## src/rtl/uht_pkg.sv

```systemverilog
// Purpose: Shared constants and types for the host transfer control block.
// Assumes: Registers are word-aligned on a 32-bit Wishbone bus by index.
// Notes:   Byte address of a register is four times its index.
package uht_pkg;

    // Register indices; byte address is index times four.
    localparam logic [4:0] IDX_CTL_A = 5'h00;
    localparam logic [4:0] IDX_PTR_A = 5'h01;
    localparam logic [4:0] IDX_CTL1  = 5'h05;
    localparam logic [4:0] IDX_CTL_B = 5'h08;
    localparam logic [4:0] IDX_PTR_B = 5'h09;
    localparam logic [4:0] IDX_CTL2  = 5'h0f;
    localparam logic [4:0] IDX_STAT  = 5'h10;

    // Transfer control register fields.
    localparam int CTL_ARM    = 0;
    localparam int CTL_EN     = 1;
    localparam int CTL_DIR    = 2;
    localparam int CTL_ISO    = 4;
    localparam int CTL_SYNC   = 5;
    localparam int CTL_TOGGLE = 6;
    localparam int CTL_PRE    = 7;

    // Global control fields.
    localparam int CTL1_SPEED = 5;
    localparam int CTL2_POL   = 6;

    // Status register fields.
    localparam int STAT_BUSY = 0;
    localparam int STAT_WAIT = 1;
    localparam int STAT_SETB = 2;
    localparam int STAT_EXT  = 3;

    localparam logic [7:0]  REG_RST  = 8'h00;
    localparam logic [31:0] DAT_ZERO = 32'h0000_0000;

    // Sequencer states.
    typedef enum logic [3:0] {
        ST_IDLE     = 4'b0001,
        ST_WAIT_SOF = 4'b0010,
        ST_POST_SOF = 4'b0100,
        ST_RUN      = 4'b1000
    } uht_state_t;

    // Command handed to the serial engine with each launch.
    typedef struct packed {
        logic       preamble;
        logic       data1;
        logic       iso;
        logic       dir_out;
        logic       set_b;
        logic [7:0] buf_ptr;
    } uht_cmd_t;

    localparam uht_cmd_t CMD_RST = '{1'b0, 1'b0, 1'b0, 1'b0, 1'b0, 8'h00};

endpackage

```

## src/rtl/uht_xfer_ctrl.sv

```systemverilog
// Purpose: Host transfer control for two register sets, A and B.
// Assumes: Serial engine signals share CLK_I; Wishbone classic slave.
// Notes:   Launches one transaction at a time; alternates sets once extended mode is on.
// Functional notes
// Preamble bit one sends a preamble before the low-speed packet.
// Software keeps full speed and sets preamble to reach a hub device.
// Direct low speed set by speed and polarity bits; preamble then ignored. Code decodes the speed bit only.
// Toggle bit picks DATA0 or DATA1, only for OUT transactions.
// Frame start wait holds the packet until after the next SOF.
// Without frame start wait, start at once if engine is free.
// Software leaves frame start wait clear at low speed.
// Isochronous bit marks only the armed packet as isochronous.
// Control bit 3 is reserved and has no function.
// Direction bit one sends OUT from buffer, zero receives IN.
// Enable zero makes the set ignored regardless of arm.
// Arm clears to zero when the transfer completes, with done.
// Software sets up the set, then writes control; start when both set.
// Buffer pointer gives buffer location for OUT fetch or IN store.
// Software may load both pointers before arming OUT transfers.
// Double buffering may point sets at DATA0 and DATA1 payloads.
// After completion the next operation comes from the other set.
// Set B stays inactive until the extended mode register is written.
// Arm with enable zero starts nothing and arm stays set.
`timescale 1ns/1ns
`default_nettype none

module uht_xfer_ctrl (
    input  wire logic              CLK_I,
    input  wire logic              RST_N_I,
    input  wire logic              CYC_I,
    input  wire logic              STB_I,
    input  wire logic              WE_I,
    input  wire logic [3:0]        SEL_I,
    input  wire logic [7:0]        ADR_I,
    input  wire logic [31:0]       DAT_I,
    output logic      [31:0]       DAT_O,
    output logic                   ACK_O,
    input  wire logic              ENGINE_BUSY_I,
    input  wire logic              SOF_SENT_I,
    input  wire logic              XFER_DONE_I,
    output logic                   START_O,
    output uht_pkg::uht_cmd_t      CMD_O,
    output logic                   DONE_O
);

    logic [7:0]          ctl_q [2];
    logic [7:0]          ctl_d [2];
    logic [7:0]          ptr_q [2];
    logic [7:0]          ptr_d [2];
    logic [7:0]          ctl1_q, ctl1_d;
    logic [7:0]          ctl2_q, ctl2_d;
    logic                ext_q, ext_d;
    logic                sel_q, sel_d;
    uht_pkg::uht_state_t state_q, state_d;
    logic                ack_q, ack_d;
    logic [31:0]         dat_q, dat_d;
    logic                start_q, start_d;
    logic                done_q, done_d;
    uht_pkg::uht_cmd_t   cmd_q, cmd_d;

    logic                req, wr_en;
    logic [4:0]          idx;
    logic                low_speed, sync_eff;
    logic                rdy_cur, rdy_oth;
    logic [7:0]          cur_ctl;

    // Bus decode; every request is acknowledged so an unmapped access
    // cannot hang the bus, but only mapped writes land.
    assign req   = CYC_I && STB_I;
    assign idx   = ADR_I[6:2];
    assign wr_en = req && WE_I && SEL_I[0] && ack_q && !ADR_I[7];

    // Set readiness; set B counts only once extended mode is on.
    assign low_speed = ctl1_q[uht_pkg::CTL1_SPEED];
    assign cur_ctl   = ctl_q[sel_q];
    assign sync_eff  = cur_ctl[uht_pkg::CTL_SYNC] && !low_speed;
    assign rdy_cur   = cur_ctl[uht_pkg::CTL_EN] && cur_ctl[uht_pkg::CTL_ARM]
                       && (!sel_q || ext_q);
    assign rdy_oth   = ctl_q[~sel_q][uht_pkg::CTL_EN]
                       && ctl_q[~sel_q][uht_pkg::CTL_ARM]
                       && (sel_q || ext_q);

    // Sequencer and register file next state.
    always_comb begin
        state_d = state_q;
        sel_d   = sel_q;
        start_d = 1'b0;
        done_d  = 1'b0;
        cmd_d   = cmd_q;
        ctl_d   = ctl_q;
        ptr_d   = ptr_q;
        ctl1_d  = ctl1_q;
        ctl2_d  = ctl2_q;
        ext_d   = ext_q;
        case (state_q)
            uht_pkg::ST_IDLE: begin
                if (rdy_cur) begin
                    if (sync_eff) begin
                        state_d = uht_pkg::ST_WAIT_SOF;
                    end else if (!ENGINE_BUSY_I) begin
                        start_d = 1'b1;
                    end
                end else if (rdy_oth) begin
                    sel_d = ~sel_q;
                end
            end
            uht_pkg::ST_WAIT_SOF: begin
                if (!rdy_cur) begin
                    state_d = uht_pkg::ST_IDLE;
                end else if (SOF_SENT_I) begin
                    state_d = uht_pkg::ST_POST_SOF;
                end
            end
            uht_pkg::ST_POST_SOF: begin
                if (!rdy_cur) begin
                    state_d = uht_pkg::ST_IDLE;
                end else if (!ENGINE_BUSY_I) begin
                    start_d = 1'b1;
                end
            end
            uht_pkg::ST_RUN: begin
                if (XFER_DONE_I) begin
                    ctl_d[sel_q][uht_pkg::CTL_ARM] = 1'b0;
                    done_d  = 1'b1;
                    state_d = uht_pkg::ST_IDLE;
                    sel_d   = ext_q ? ~sel_q : 1'b0;
                end
            end
            default: begin
                state_d = uht_pkg::ST_IDLE;
            end
        endcase
        // Launch builds the engine command from the current set.
        if (start_d) begin
            state_d          = uht_pkg::ST_RUN;
            cmd_d.preamble   = cur_ctl[uht_pkg::CTL_PRE] && !low_speed;
            cmd_d.dir_out    = cur_ctl[uht_pkg::CTL_DIR];
            cmd_d.data1      = cur_ctl[uht_pkg::CTL_TOGGLE]
                               && cur_ctl[uht_pkg::CTL_DIR];
            cmd_d.iso        = cur_ctl[uht_pkg::CTL_ISO];
            cmd_d.set_b      = sel_q;
            cmd_d.buf_ptr    = ptr_q[sel_q];
        end
        // A software write is applied last so a fresh arm is never lost.
        // Bit 3 is stored and read back but steers nothing.
        if (wr_en) begin
            case (idx)
                uht_pkg::IDX_CTL_A: ctl_d[0] = DAT_I[7:0];
                uht_pkg::IDX_PTR_A: ptr_d[0] = DAT_I[7:0];
                uht_pkg::IDX_CTL_B: ctl_d[1] = DAT_I[7:0];
                uht_pkg::IDX_PTR_B: ptr_d[1] = DAT_I[7:0];
                uht_pkg::IDX_CTL1:  ctl1_d   = DAT_I[7:0];
                uht_pkg::IDX_CTL2: begin
                    ctl2_d = DAT_I[7:0];
                    ext_d  = 1'b1;
                end
                default: begin
                end
            endcase
        end
    end

    // Bus answer: one wait state, then a single-cycle acknowledge.
    always_comb begin
        ack_d = req && !ack_q;
        dat_d = dat_q;
        if (req && !ack_q) begin
            dat_d = uht_pkg::DAT_ZERO;
            case (idx)
                uht_pkg::IDX_CTL_A: dat_d[7:0] = ctl_q[0];
                uht_pkg::IDX_PTR_A: dat_d[7:0] = ptr_q[0];
                uht_pkg::IDX_CTL_B: dat_d[7:0] = ctl_q[1];
                uht_pkg::IDX_PTR_B: dat_d[7:0] = ptr_q[1];
                uht_pkg::IDX_CTL1:  dat_d[7:0] = ctl1_q;
                uht_pkg::IDX_CTL2:  dat_d[7:0] = ctl2_q;
                uht_pkg::IDX_STAT: begin
                    dat_d[uht_pkg::STAT_BUSY] = (state_q == uht_pkg::ST_RUN);
                    dat_d[uht_pkg::STAT_WAIT] =
                        (state_q == uht_pkg::ST_WAIT_SOF);
                    dat_d[uht_pkg::STAT_SETB] = sel_q;
                    dat_d[uht_pkg::STAT_EXT]  = ext_q;
                end
                default: dat_d = uht_pkg::DAT_ZERO;
            endcase
            // The upper half of the address space reads as zero.
            if (ADR_I[7]) begin
                dat_d = uht_pkg::DAT_ZERO;
            end
        end
    end

    // State registers.
    always_ff @(posedge CLK_I) begin
        if (!RST_N_I) begin
            state_q <= uht_pkg::ST_IDLE;
            sel_q   <= 1'b0;
            ext_q   <= 1'b0;
            ctl_q   <= '{uht_pkg::REG_RST, uht_pkg::REG_RST};
            ptr_q   <= '{uht_pkg::REG_RST, uht_pkg::REG_RST};
            ctl1_q  <= uht_pkg::REG_RST;
            ctl2_q  <= uht_pkg::REG_RST;
            ack_q   <= 1'b0;
            dat_q   <= uht_pkg::DAT_ZERO;
            start_q <= 1'b0;
            done_q  <= 1'b0;
            cmd_q   <= uht_pkg::CMD_RST;
        end else begin
            state_q <= state_d;
            sel_q   <= sel_d;
            ext_q   <= ext_d;
            ctl_q   <= ctl_d;
            ptr_q   <= ptr_d;
            ctl1_q  <= ctl1_d;
            ctl2_q  <= ctl2_d;
            ack_q   <= ack_d;
            dat_q   <= dat_d;
            start_q <= start_d;
            done_q  <= done_d;
            cmd_q   <= cmd_d;
        end
    end

    assign DAT_O   = dat_q;
    assign ACK_O   = ack_q;
    assign START_O = start_q;
    assign DONE_O  = done_q;
    assign CMD_O   = cmd_q;

    // Helper terms for the checks below.
    logic pre_eff, tog_eff, iso_cur, dir_cur, wr_cur, arm_cur;
    logic [7:0] ptr_cur;
    assign pre_eff = cur_ctl[uht_pkg::CTL_PRE] && !low_speed;
    assign tog_eff = cur_ctl[uht_pkg::CTL_TOGGLE] && cur_ctl[uht_pkg::CTL_DIR];
    assign iso_cur = cur_ctl[uht_pkg::CTL_ISO];
    assign dir_cur = cur_ctl[uht_pkg::CTL_DIR];
    assign arm_cur = cur_ctl[uht_pkg::CTL_ARM];
    assign ptr_cur = ptr_q[sel_q];
    assign wr_cur  = wr_en && (idx == (sel_q ? uht_pkg::IDX_CTL_B
                                            : uht_pkg::IDX_CTL_A));
endmodule // uht_xfer_ctrl

`default_nettype wire

```

## config.mk

```make
export PLATFORM = sky130hd
export DESIGN_NAME = uht_xfer_ctrl
export DESIGN_NICKNAME = d
export VERILOG_FILES = /design/src/rtl/uht_pkg.sv /design/src/rtl/uht_xfer_ctrl.sv
export SDC_FILE = /design/constraint.sdc
export NUM_CORES = 1
export LEC_CHECK = 0
export BUFFER_PORTS_ARGS = -buffer_cell sky130_fd_sc_hd__buf_2
export CELL_PAD_IN_SITES_DETAIL_PLACEMENT = 0
export CELL_PAD_IN_SITES_GLOBAL_PLACEMENT = 2
export CORE_UTILIZATION = 30
export CTS_CLUSTER_DIAMETER = 50
export CTS_CLUSTER_SIZE = 16
export DETAILED_ROUTE_END_ITERATION = 12
export GPL_TIMING_DRIVEN = 0
export PLACE_DENSITY_LB_ADDON = 0.25
export RECOVER_POWER = 50
export SETUP_SLACK_MARGIN = 0.2
export SYNTH_ARGS = -nofsm -noshare
export SYNTH_HDL_FRONTEND = slang
export SYNTH_SLANG_ARGS = --single-unit
```

## constraint.sdc

```tcl
create_clock -name CLK_I -period 2.4 [get_ports CLK_I]
set_input_delay 0.24 -clock CLK_I [delete_from_list [all_inputs] [get_ports CLK_I]]
set_output_delay 0.24 -clock CLK_I [all_outputs]
set_load 0.05 [all_outputs]
```

==> impl_results.md, run 1 <==
- Status: complete, no violations
- # diodes: 0
- DP Wirelength: 7900 µm
- Wire per inst: 16.7 µm
- DRC: 0
- Site Rows: 40
- Die Span X: 113 µm
- Total grt overflow: 0
- Tightest Hold Check Type: in -> reg
- Fin Clk Skew: 6.70 ps
- Die height: 113 µm
- Max_slew headroom: 43.1%
- Worst Setup SP: state_q[2]$_SDFFE_PP0P_
- H-tree levels: 3
- Final instance area: 0.00454 mm²
- Synth-to-Final Area Change: 22.2%
- First-pass GRT wire length: 17,300 µm
- Core Footprint: 0.0121 mm²
- Yosys warns: 0
- Hold buffers post-CTS: 0
- Synth unique cells: 54
- Final setup fails: 0
- Lkg Pwr: 1.71 nW
- Synthesized area per cell: 9.10 µm²
- Fin crit share: 87.2%
- Routed Antenna Nets: 0
- Setup crit end kind: flop
- CTS buffer count: 9
- TritonCTS clock tree: built
- EDFF count, synth: 0
- RSZ-0062 raised after global routing: no
- Worst Tran Pin Value: 846 ps
- Placed cell area: 0.00424 mm²
- Total negative slack: 0 ps
- Seq/Total Area, Yosys: 42.0%
- Routability cong.: 0.798
- Detailed-route via count: 3,120
- Final Slew Violations: 0
- Max_cap viols: 0
- Hold_sp: RST_N_I
- Total GRT Usage: 18.3%
- Initial antenna violation count: 0
- Ys flop type: dfxtp_1
- I/O pins: 100
- Fin nets: 543
- CP Class: reg -> reg
- Clock Latency Late Sink: 350 ps
- Pwr Density: 651 mW/mm²
- Pwr Total: 2.96 mW
- Async S/R FF share, synth: 0%
- Clock Tree Root: clkbuf_16
- Reg2Reg Setup Slack: 310 ps
- Clock tree sinks: 78
- Vias in the first global route: 2,957
- CP Launch Type: flop
- Largest net degree at the start of global routing: 13
- Post-Syn Instances: 408
- Layout filler cell count: 1,282
- CTS clk-pin slew, worst paths: 60 ps
- Hold Violations, Final: 0
- Pre-Repair DR Iteration Count: 4
- FMAX: 0.478 GHz
- Worst VDD drop: 0.402 mV
- Fin crit period: 2090 ps
- RR Startpoint: state_q[2]$_SDFFE_PP0P_
- Die area: 0.0128 mm²
- Max FO, Critical Path: 10
- Critical Path AT: 2320 ps
- Proportion of layout cells with a drive suffix above 1: 17.8%
- Max Root-Sink Buffers: 2
- IO buf count: 46
- Vias/cell: 4.71
- Drt total wl: 11,100 µm
- DR iter-0 viols: 205
- Critical path data required time: 2630 ps
- Mapped cell area: 0.00371 mm²
- Synth Register Bits: 78
- Starting Density: 30.8%
==> metrics by stage <==
stage,cells,setup slack (ps),util (%),hold WS (ps)
after detailed placement,645,11.2,35.2,443
after CTS,660,267,37.7,134
final,663,307,37.6,151
after global routing,663,131,37.6,166
after floorplan,431,394,-,358
after global placement,645,22.3,35.2,439
==> logic make-up (layout without fill, tap and decap cells) <==
kind of cell / count (synthesis) / count (layout) / synth area share (%)
muxes: 63 / 63 / 17.4
other: 1 / 24 / 0.101
buffers and inverters: 54 / 118 / 8.42
DFF: 78 / 78 / 42.0
and+or+nand+nor: 144 / 144 / 19.0
AOI/OAI and AO/OA: 68 / 68 / 13.0
==> final cells by class <==
class	instances	area (µm²)	area share, %
multi-input combinational	299	1930	42.5
clock buffer	10	229	5.05
clock inverter	5	75.1	1.65
tap	168	210	4.63
sequential	78	1560	34.4
inverter	1	3.75	0.0827
timing repair buffer	49	220	4.85
buffer	53	309	6.81
==> layout by cell type (no fill, tap or decap), drive strengths merged, types with 3 or more instances in the layout <==
master   n
dfxtp   78
nor2    70
mux2i   59
buf     58
clkbuf  54
nand2   33
conb    24
a21oi   22
a211oi  12
a22oi    7
nor4b    5
nor2b    4
or3      3
nand2b   3
nor3b    3
nand3b   3
mux2     3
a31o     3
a221oi   3
clkinv   3
and2     3
or4b     3
==> layer usage <==
metal / part of all wire [%] / vias up / global-route usage, % / wire [µm]
li1: - / 1553 / - / -
met5: 0 / - / 0 / 0
met4: 1.0 / 0 / 5.44 / 116
met3: 5.9 / 9 / 4.39 / 653
met2: 45 / 97 / 28.1 / 5010
met1: 48 / 1461 / 25.3 / 5280
==> path summary, 6_finish.rpt <==
check / endpoint / cells past startpoint
worst max-delay path: state_q[0]$_SDFFE_PN1P_ / 5
worst min-delay path: sel_q$_SDFFE_PN0P_ / 2
worst min register to register: ctl_q[11]$_SDFFE_PN0P_ / 2
worst max register to register: state_q[0]$_SDFFE_PN1P_ / 5
==> synthesized netlist by cell type, types with 3 or more instances <==
library cell / instances / area share [%]
a31o_2: 3 / 0.71
buf_4: 26 / 5.3
buf_2: 10 / 1.3
a22oi_1: 7 / 1.4
nor2_1: 69 / 7.0
nor3b_1: 3 / 0.61
nand3b_1: 3 / 0.61
or3_1: 3 / 0.51
and2_1: 3 / 0.51
a221oi_1: 3 / 0.71
nand2b_1: 3 / 0.51
a211oi_1: 11 / 2.2
mux2_2: 3 / 0.91
dfxtp_1: 78 / 42
nor4b_1: 3 / 0.71
nor2b_1: 4 / 0.67
mux2i_1: 59 / 16
clkbuf_1: 16 / 1.6
a21oi_1: 22 / 3.0
nand2_1: 33 / 3.3
==> critical path, stage by stage (launching register included) <==
cell and delay (ps):
dfxtp_1 450, or4b_1 510, a211oi_1 280, buf_4 240, o221ai_1 140, a221o_1 360
==> flip-flops by register name (all words and copies together), names as in the netlist <==
register,flops
ctl2_q,8
state_q,4
ctl1_q,8
DAT_O,8
ACK_O,1
ext_q,1
ctl_q,16
DONE_O,1
ptr_q,16
sel_q,1
START_O,1
CMD_O,13
==> timing repair <==
item / 4_1_cts / 5_1_grt
buffers inserted: 0 / 3
pin swaps: 0 / 0
endpoints found under the hold margin: 0 / 0
setup endpoints to repair: 1 / 9
resized for setup: 1 / 1
==> power breakdown <==
group	leakage [nW]	internal (mW)	switching, mW
Sequential	0.628	1.30	0.000579
Clock	0.152	0.899	0.536
Combinational	0.931	0.0579	0.166
(Power assumes the default switching activity.)
==> run 2: changes to the inputs <==
- CORE_UTILIZATION: 30 -> 28
- clock period: 2.4 -> 1.8 ns (I/O delays scaled with it)
==> run 2 against run 1 <==
The run now ends with negative setup slack left. Flip-flop and latch count is the same. Non-clock buffer count increased by 15. Clock skew up 1.7 ps. Maximum frequency rose by 13%. Hold slack worse by 77 ps. Clock power is 29% higher. Count of clock-buffer cells in the layout did not move. Die area increased by 7.0%. Register-to-register slack worse by 360 ps.
==> impl_results.md, run 2 (synthesized netlist as in run 1, its figures left out) <==
- Clock Latency Late Sink: 350 ps
- Final hold slack: 73.8 ps
- Pwr Density: 776 mW/mm²
- Clock tree sinks: 78
- Critical path data required time: 2030 ps
- Max_slew headroom: 44.8%
- Vias/cell: 4.70
- Status: finished with violations
- Failing checks: negative setup slack
- DRC: 0
- Final instance area: 0.00500 mm²
- Top cell family by delay on the critical path: compound AO/OA/AOI/OAI gates
- Detailed-route via count: 3,209
- RSZ-0062 raised after global routing: yes
- WL met3: 593 µm
- Largest net degree at the start of global routing: 14
- Pre-Repair DR Iteration Count: 7
- Critical Path End: state_q[0]$_SDFFE_PN1P_
- Placed cell area: 0.00433 mm²
- Hold Path Depth: 2
- Layout filler cell count: 1,298
- # diodes: 0
- Fin nets: 558
- Crit-path cells: or4b_4 -> a211oi_4 -> buf_6 -> o221ai_2 -> a221o_1
- Fin Clk Skew: 8.39 ps
- Commonest non-fill, non-tap cell in the layout: dfxtp_1
- Clock Tree Root: clkbuf_16
- Final setup fails: 3
- Initial antenna violation count: 0
- DP Wirelength: 7980 µm
- Routed Antenna Nets: 0
- Max Root-Sink Buffers: 2
- Hold Violations, Final: 0
- Vias in the first global route: 2,949
- R2R depth: 5
- Max_cap viols: 0
- Die height: 117 µm
- First-pass GRT wire length: 17,100 µm
- Reg2Reg Capture Point: state_q[0]$_SDFFE_PN1P_
- Die Span X: 117 µm
- DR top layer: met4
- CP Launch Type: flop
- H-tree levels: 3
- CP Class: reg -> reg
- DR iter-0 viols: 255
- Drt total wl: 11,500 µm
- Total GRT Usage: 17.6%
- Critical Path AT: 2090 ps
- TritonCTS clock tree: built
- Core Footprint: 0.0128 mm²
- Die area: 0.0137 mm²
- Commonest cells after routing, fill and taps aside: 74 x dfxtp_1, 68 x nor2_1, 58 x mux2i_1, 38 x buf_4, 33 x clkbuf_1
- Proportion of layout cells with a drive suffix above 1: 30.3%
- Max FO, Critical Path: 6
- FMAX: 0.538 GHz
- Worst Tran Pin Value: 820 ps
- Setup crit end kind: flop
- I/O pins: 100
- Tightest Hold Check Type: in -> reg
- Buf/Inv on CP: 1
- CTS clk-pin slew, worst paths: 60 ps
- Max incr delay on CP: 570 ps
- Metal-1 WL: 5620 µm
- CTS buffer count: 9
- Total negative slack: -59.7 ps
- Site Rows: 41
- Layout Cells excl Fill: 683
- Routability cong.: 0.787
- Synth-to-Final Area Change: 34.7%
- Worst Setup SP: state_q[0]$_SDFFE_PN1P_
- Levels on crit path: 5
- Fin crit period: 1860 ps
- Multi-input gate area: 0.00217 mm²
- IO buf count: 46
- Wire per inst: 16.9 µm
- Met2 WL: 5160 µm
- Hold buffers post-CTS: 0
- Reg2Reg Setup Slack: -60 ps
- RR Startpoint: state_q[0]$_SDFFE_PN1P_
- Fin crit share: 103%
- Worst setup margin: -57.8 ps
- Worst VDD drop: 0.371 mV
- Hold_sp: RST_N_I
- Starting Density: 29.1%
- Crit-path slowest cell: or4b_4
- Post-Place Cells: 649
- Register area: 0.00157 mm²
- Lkg Pwr: 1.90 nW
- Layout Utilization: 39.2%
- Total grt overflow: 0
- Final Slew Violations: 0
run 2: worst min-delay path by stage:
stage	slack (ps)	to
2_1_floorplan	300	sel_q$_SDFFE_PN0P_
3_3_place_gp	430	sel_q$_SDFFE_PN0P_
3_5_place_dp	430	sel_q$_SDFFE_PN0P_
4_1_cts	70	sel_q$_SDFFE_PN0P_
5_1_grt	80	sel_q$_SDFFE_PN0P_
6_report	70	sel_q$_SDFFE_PN0P_
run 2: routing by layer:
| layer | up-vias | global-route usage, % |
|---|---|---|
| li1 | 1586 | - |
| met1 | 1508 | 24.2 |
| met2 | 102 | 27.6 |
| met3 | 13 | 3.76 |
| met4 | 0 | 5.06 |
| met5 | - | 0 |
run 2: timing repair:
item	CTS	global route
setup buffers	12	5
gates resized for setup	34	51
pin swaps	9	13
endpoints found under the setup margin	75	69
gates cloned	1	0
run 2: through the flow:
stage	power [mW]	setup WS, ps
after detailed placement	2.06	-385
final	3.88	-57.8
after floorplan	1.98	-16.7
after global placement	2.06	-338
after global routing	4.02	-131
after CTS	3.92	-37.3
run 2: report_power, final:
group          internal, mW  leakage [nW]  switching (mW)
clock                  1.11         0.148           0.743
sequential             1.72         0.630        0.000897
combinational        0.0816          1.12           0.228
run 2: cell type report:
type / instances / area share [%]
sequential: 78 / 31.5
timing repair buffer: 64 / 6.95
tap: 172 / 4.30
clock buffer: 10 / 4.78
multi-input combinational: 299 / 43.4
clock inverter: 6 / 1.23
inverter: 1 / 0.0750
buffer: 53 / 7.78
==> run 3: changes to the inputs <==
- CTS_BUF_LIST: not set -> sky130_fd_sc_hd__clkbuf_4 sky130_fd_sc_hd__clkbuf_8 sky130_fd_sc_hd__clkbuf_16
- RECOVER_POWER: 50 -> not set
==> run 3 against run 2 <==
The flow still finishes with violations (negative setup slack). Global-route usage is the same. Combinational power is essentially flat. Worst setup slack hardly changed. Sequential power hardly changed. Via count fell by 0.87%. Sequential share of layout area fell by 0.54 points. Count of clock-buffer cells in the layout is the same. Routed wire length shrank 0.62%. Die area is the same. Clock skew is 2.2 ps higher.
==> impl_results.md, run 3 (synthesized netlist as in run 1, its figures left out) <==
- Drt total wl: 11,400 µm
- CP Launch Type: flop
- Net Sw Frac: 25.0%
- R2R depth: 5
- Pwr Density: 761 mW/mm²
- Placed cell area: 0.00433 mm²
- Routed Antenna Nets: 0
- Register area: 0.00158 mm²
- Layout filler cell count: 1,274
- Comb pwr share: 8.1%
- Die Span X: 117 µm
- Initial antenna violation count: 0
- Reg2Reg Setup Slack: -60 ps
- Starting Density: 29.1%
- Max_cap viols: 0
- Die height: 117 µm
- Worst Tran Pin Value: 833 ps
- RSZ-0062 raised after global routing: yes
- Site Rows: 41
- Max_slew headroom: 44.5%
- Total grt overflow: 0
- Fin Clk Skew: 10.6 ps
- Critical path data required time: 2030 ps
- Tightest Hold Check Type: in -> reg
- Core Footprint: 0.0128 mm²
- First-pass GRT wire length: 17,100 µm
- TritonCTS clock tree: built
- IO buf count: 46
- Largest net degree at the start of global routing: 14
- Synth-to-Final Area Change: 37.4%
- Switching power: 0.972 mW
- H-tree levels: 3
- Final setup fails: 2
- Reg2Reg Capture Point: state_q[0]$_SDFFE_PN1P_
- Fin crit share: 103%
- Status: finished with violations
- Clock share of power: 47.6%
- Hold Violations, Final: 0
- Clock Latency Late Sink: 350 ps
- Clock tree sinks: 78
- Lkg Pwr: 2.04 nW
- Clock Tree Root: clkbuf_16
- CTS clk-pin slew, worst paths: 60 ps
- Die area: 0.0137 mm²
- Final instance area: 0.00510 mm²
- Pwr Total: 3.88 mW
- DR iter-0 viols: 264
- Final Slew Violations: 0
- Fin crit period: 1860 ps
- Fin nets: 558
- Pre-Repair DR Iteration Count: 5
- Multi-input gate area: 0.00220 mm²
- DRC: 0
- Commonest non-fill, non-tap cell in the layout: dfxtp_1
- Critical Path End: state_q[0]$_SDFFE_PN1P_
- Commonest cells after routing, fill and taps aside: 73 x dfxtp_1, 68 x nor2_1, 58 x mux2i_1, 52 x buf_2, 38 x buf_4
- CP Class: reg -> reg
- Max FO, Critical Path: 6
- Vias/cell: 4.66
- Proportion of layout cells with a drive suffix above 1: 35.8%
- RR Startpoint: state_q[0]$_SDFFE_PN1P_
- Critical Path AT: 2080 ps
- Vias in the first global route: 2,949
- Worst setup margin: -57.6 ps
- # diodes: 0
- Post-Place Cells: 649
- Setup crit end kind: flop
- I/O pins: 100
- DP Wirelength: 7980 µm
- Wire per inst: 16.8 µm
- Layout Cells excl Fill: 683
- Total negative slack: -59.1 ps
- Max Root-Sink Buffers: 2
- Detailed-route via count: 3,181
- CTS buffer count: 9
- Internal: 2.91 mW
- Routability cong.: 0.787
- Failing checks: negative setup slack
- Worst VDD drop: 0.367 mV
- Hold buffers post-CTS: 0
- Flop pwr share: 44.3%
- Layout Utilization: 40.0%
- Total GRT Usage: 17.6%
- FMAX: 0.538 GHz
- Worst Setup SP: state_q[0]$_SDFFE_PN1P_
## run 3: cell count changes in the layout (fill, tap and decap cells not counted), moves of 2 or more
| cell | previous run | this run |
|---|---|---|
| buf_2 | 28 | 52 |
| buf_12 | 1 | 4 |
| clkbuf_1 | 33 | 9 |
| clkbuf_2 | 2 | 0 |
## run 3: power groups by stage
| stage | Clock, mW | Sequential, mW | Combinational [mW] |
|---|---|---|---|
| detailed placement | 0 | 1.77 | 0.300 |
| global placement | 0 | 1.77 | 0.300 |
| global route | 1.96 | 1.72 | 0.335 |
| finish | 1.85 | 1.72 | 0.313 |
| floorplan | 0 | 1.77 | 0.216 |
| CTS | 1.89 | 1.73 | 0.307 |
## run 3: layer usage
layer	GRT usage (%)	vias to the layer above	wire [µm]
met4	5.06	0	127
li1	-	1588	-
met2	27.6	103	5140
met1	24.2	1479	5530
met5	0	-	0
met3	3.76	11	645
## run 3: cell type report
cell class	count	share of cell area [%]
timing repair buffer	64	7.70
sequential	78	30.9
tap	172	4.22
buffer	53	8.16
inverter	1	0.0735
clock buffer	10	4.68
clock inverter	6	1.20
multi-input combinational	299	43.0
## run 3: per-stage QoR
step | setup slack (ps) | hold WS (ps)
floorplan | -16.7 | 298
global placement | -338 | 427
detailed placement | -385 | 432
CTS | -37.3 | 71.3
global route | -131 | 80.2
finish | -57.6 | 80.2
## run 3: timing repair
action	4_1_cts	5_1_grt
pin swaps	9	13
setup buffers	12	5
gates cloned	1	0
resized for setup	34	51
setup endpoints to repair	75	69
## run 3: how the worst min path moves through the flow
stage	slack, ps	start	end	cells after the start
2_1_floorplan	300	RST_N_I	sel_q$_SDFFE_PN0P_	1
3_3_place_gp	430	RST_N_I	sel_q$_SDFFE_PN0P_	2
3_5_place_dp	430	RST_N_I	sel_q$_SDFFE_PN0P_	2
4_1_cts	70	RST_N_I	sel_q$_SDFFE_PN0P_	2
5_1_grt	80	RST_N_I	sel_q$_SDFFE_PN0P_	2
6_report	80	RST_N_I	sel_q$_SDFFE_PN0P_	2
## run 3: worst max-delay path, stage by stage (launching register included)
cell      delay [ps]
dfxtp_4          360
or4b_4           570
a211oi_4         240
buf_6            160
o221ai_2         110
a221o_1          310
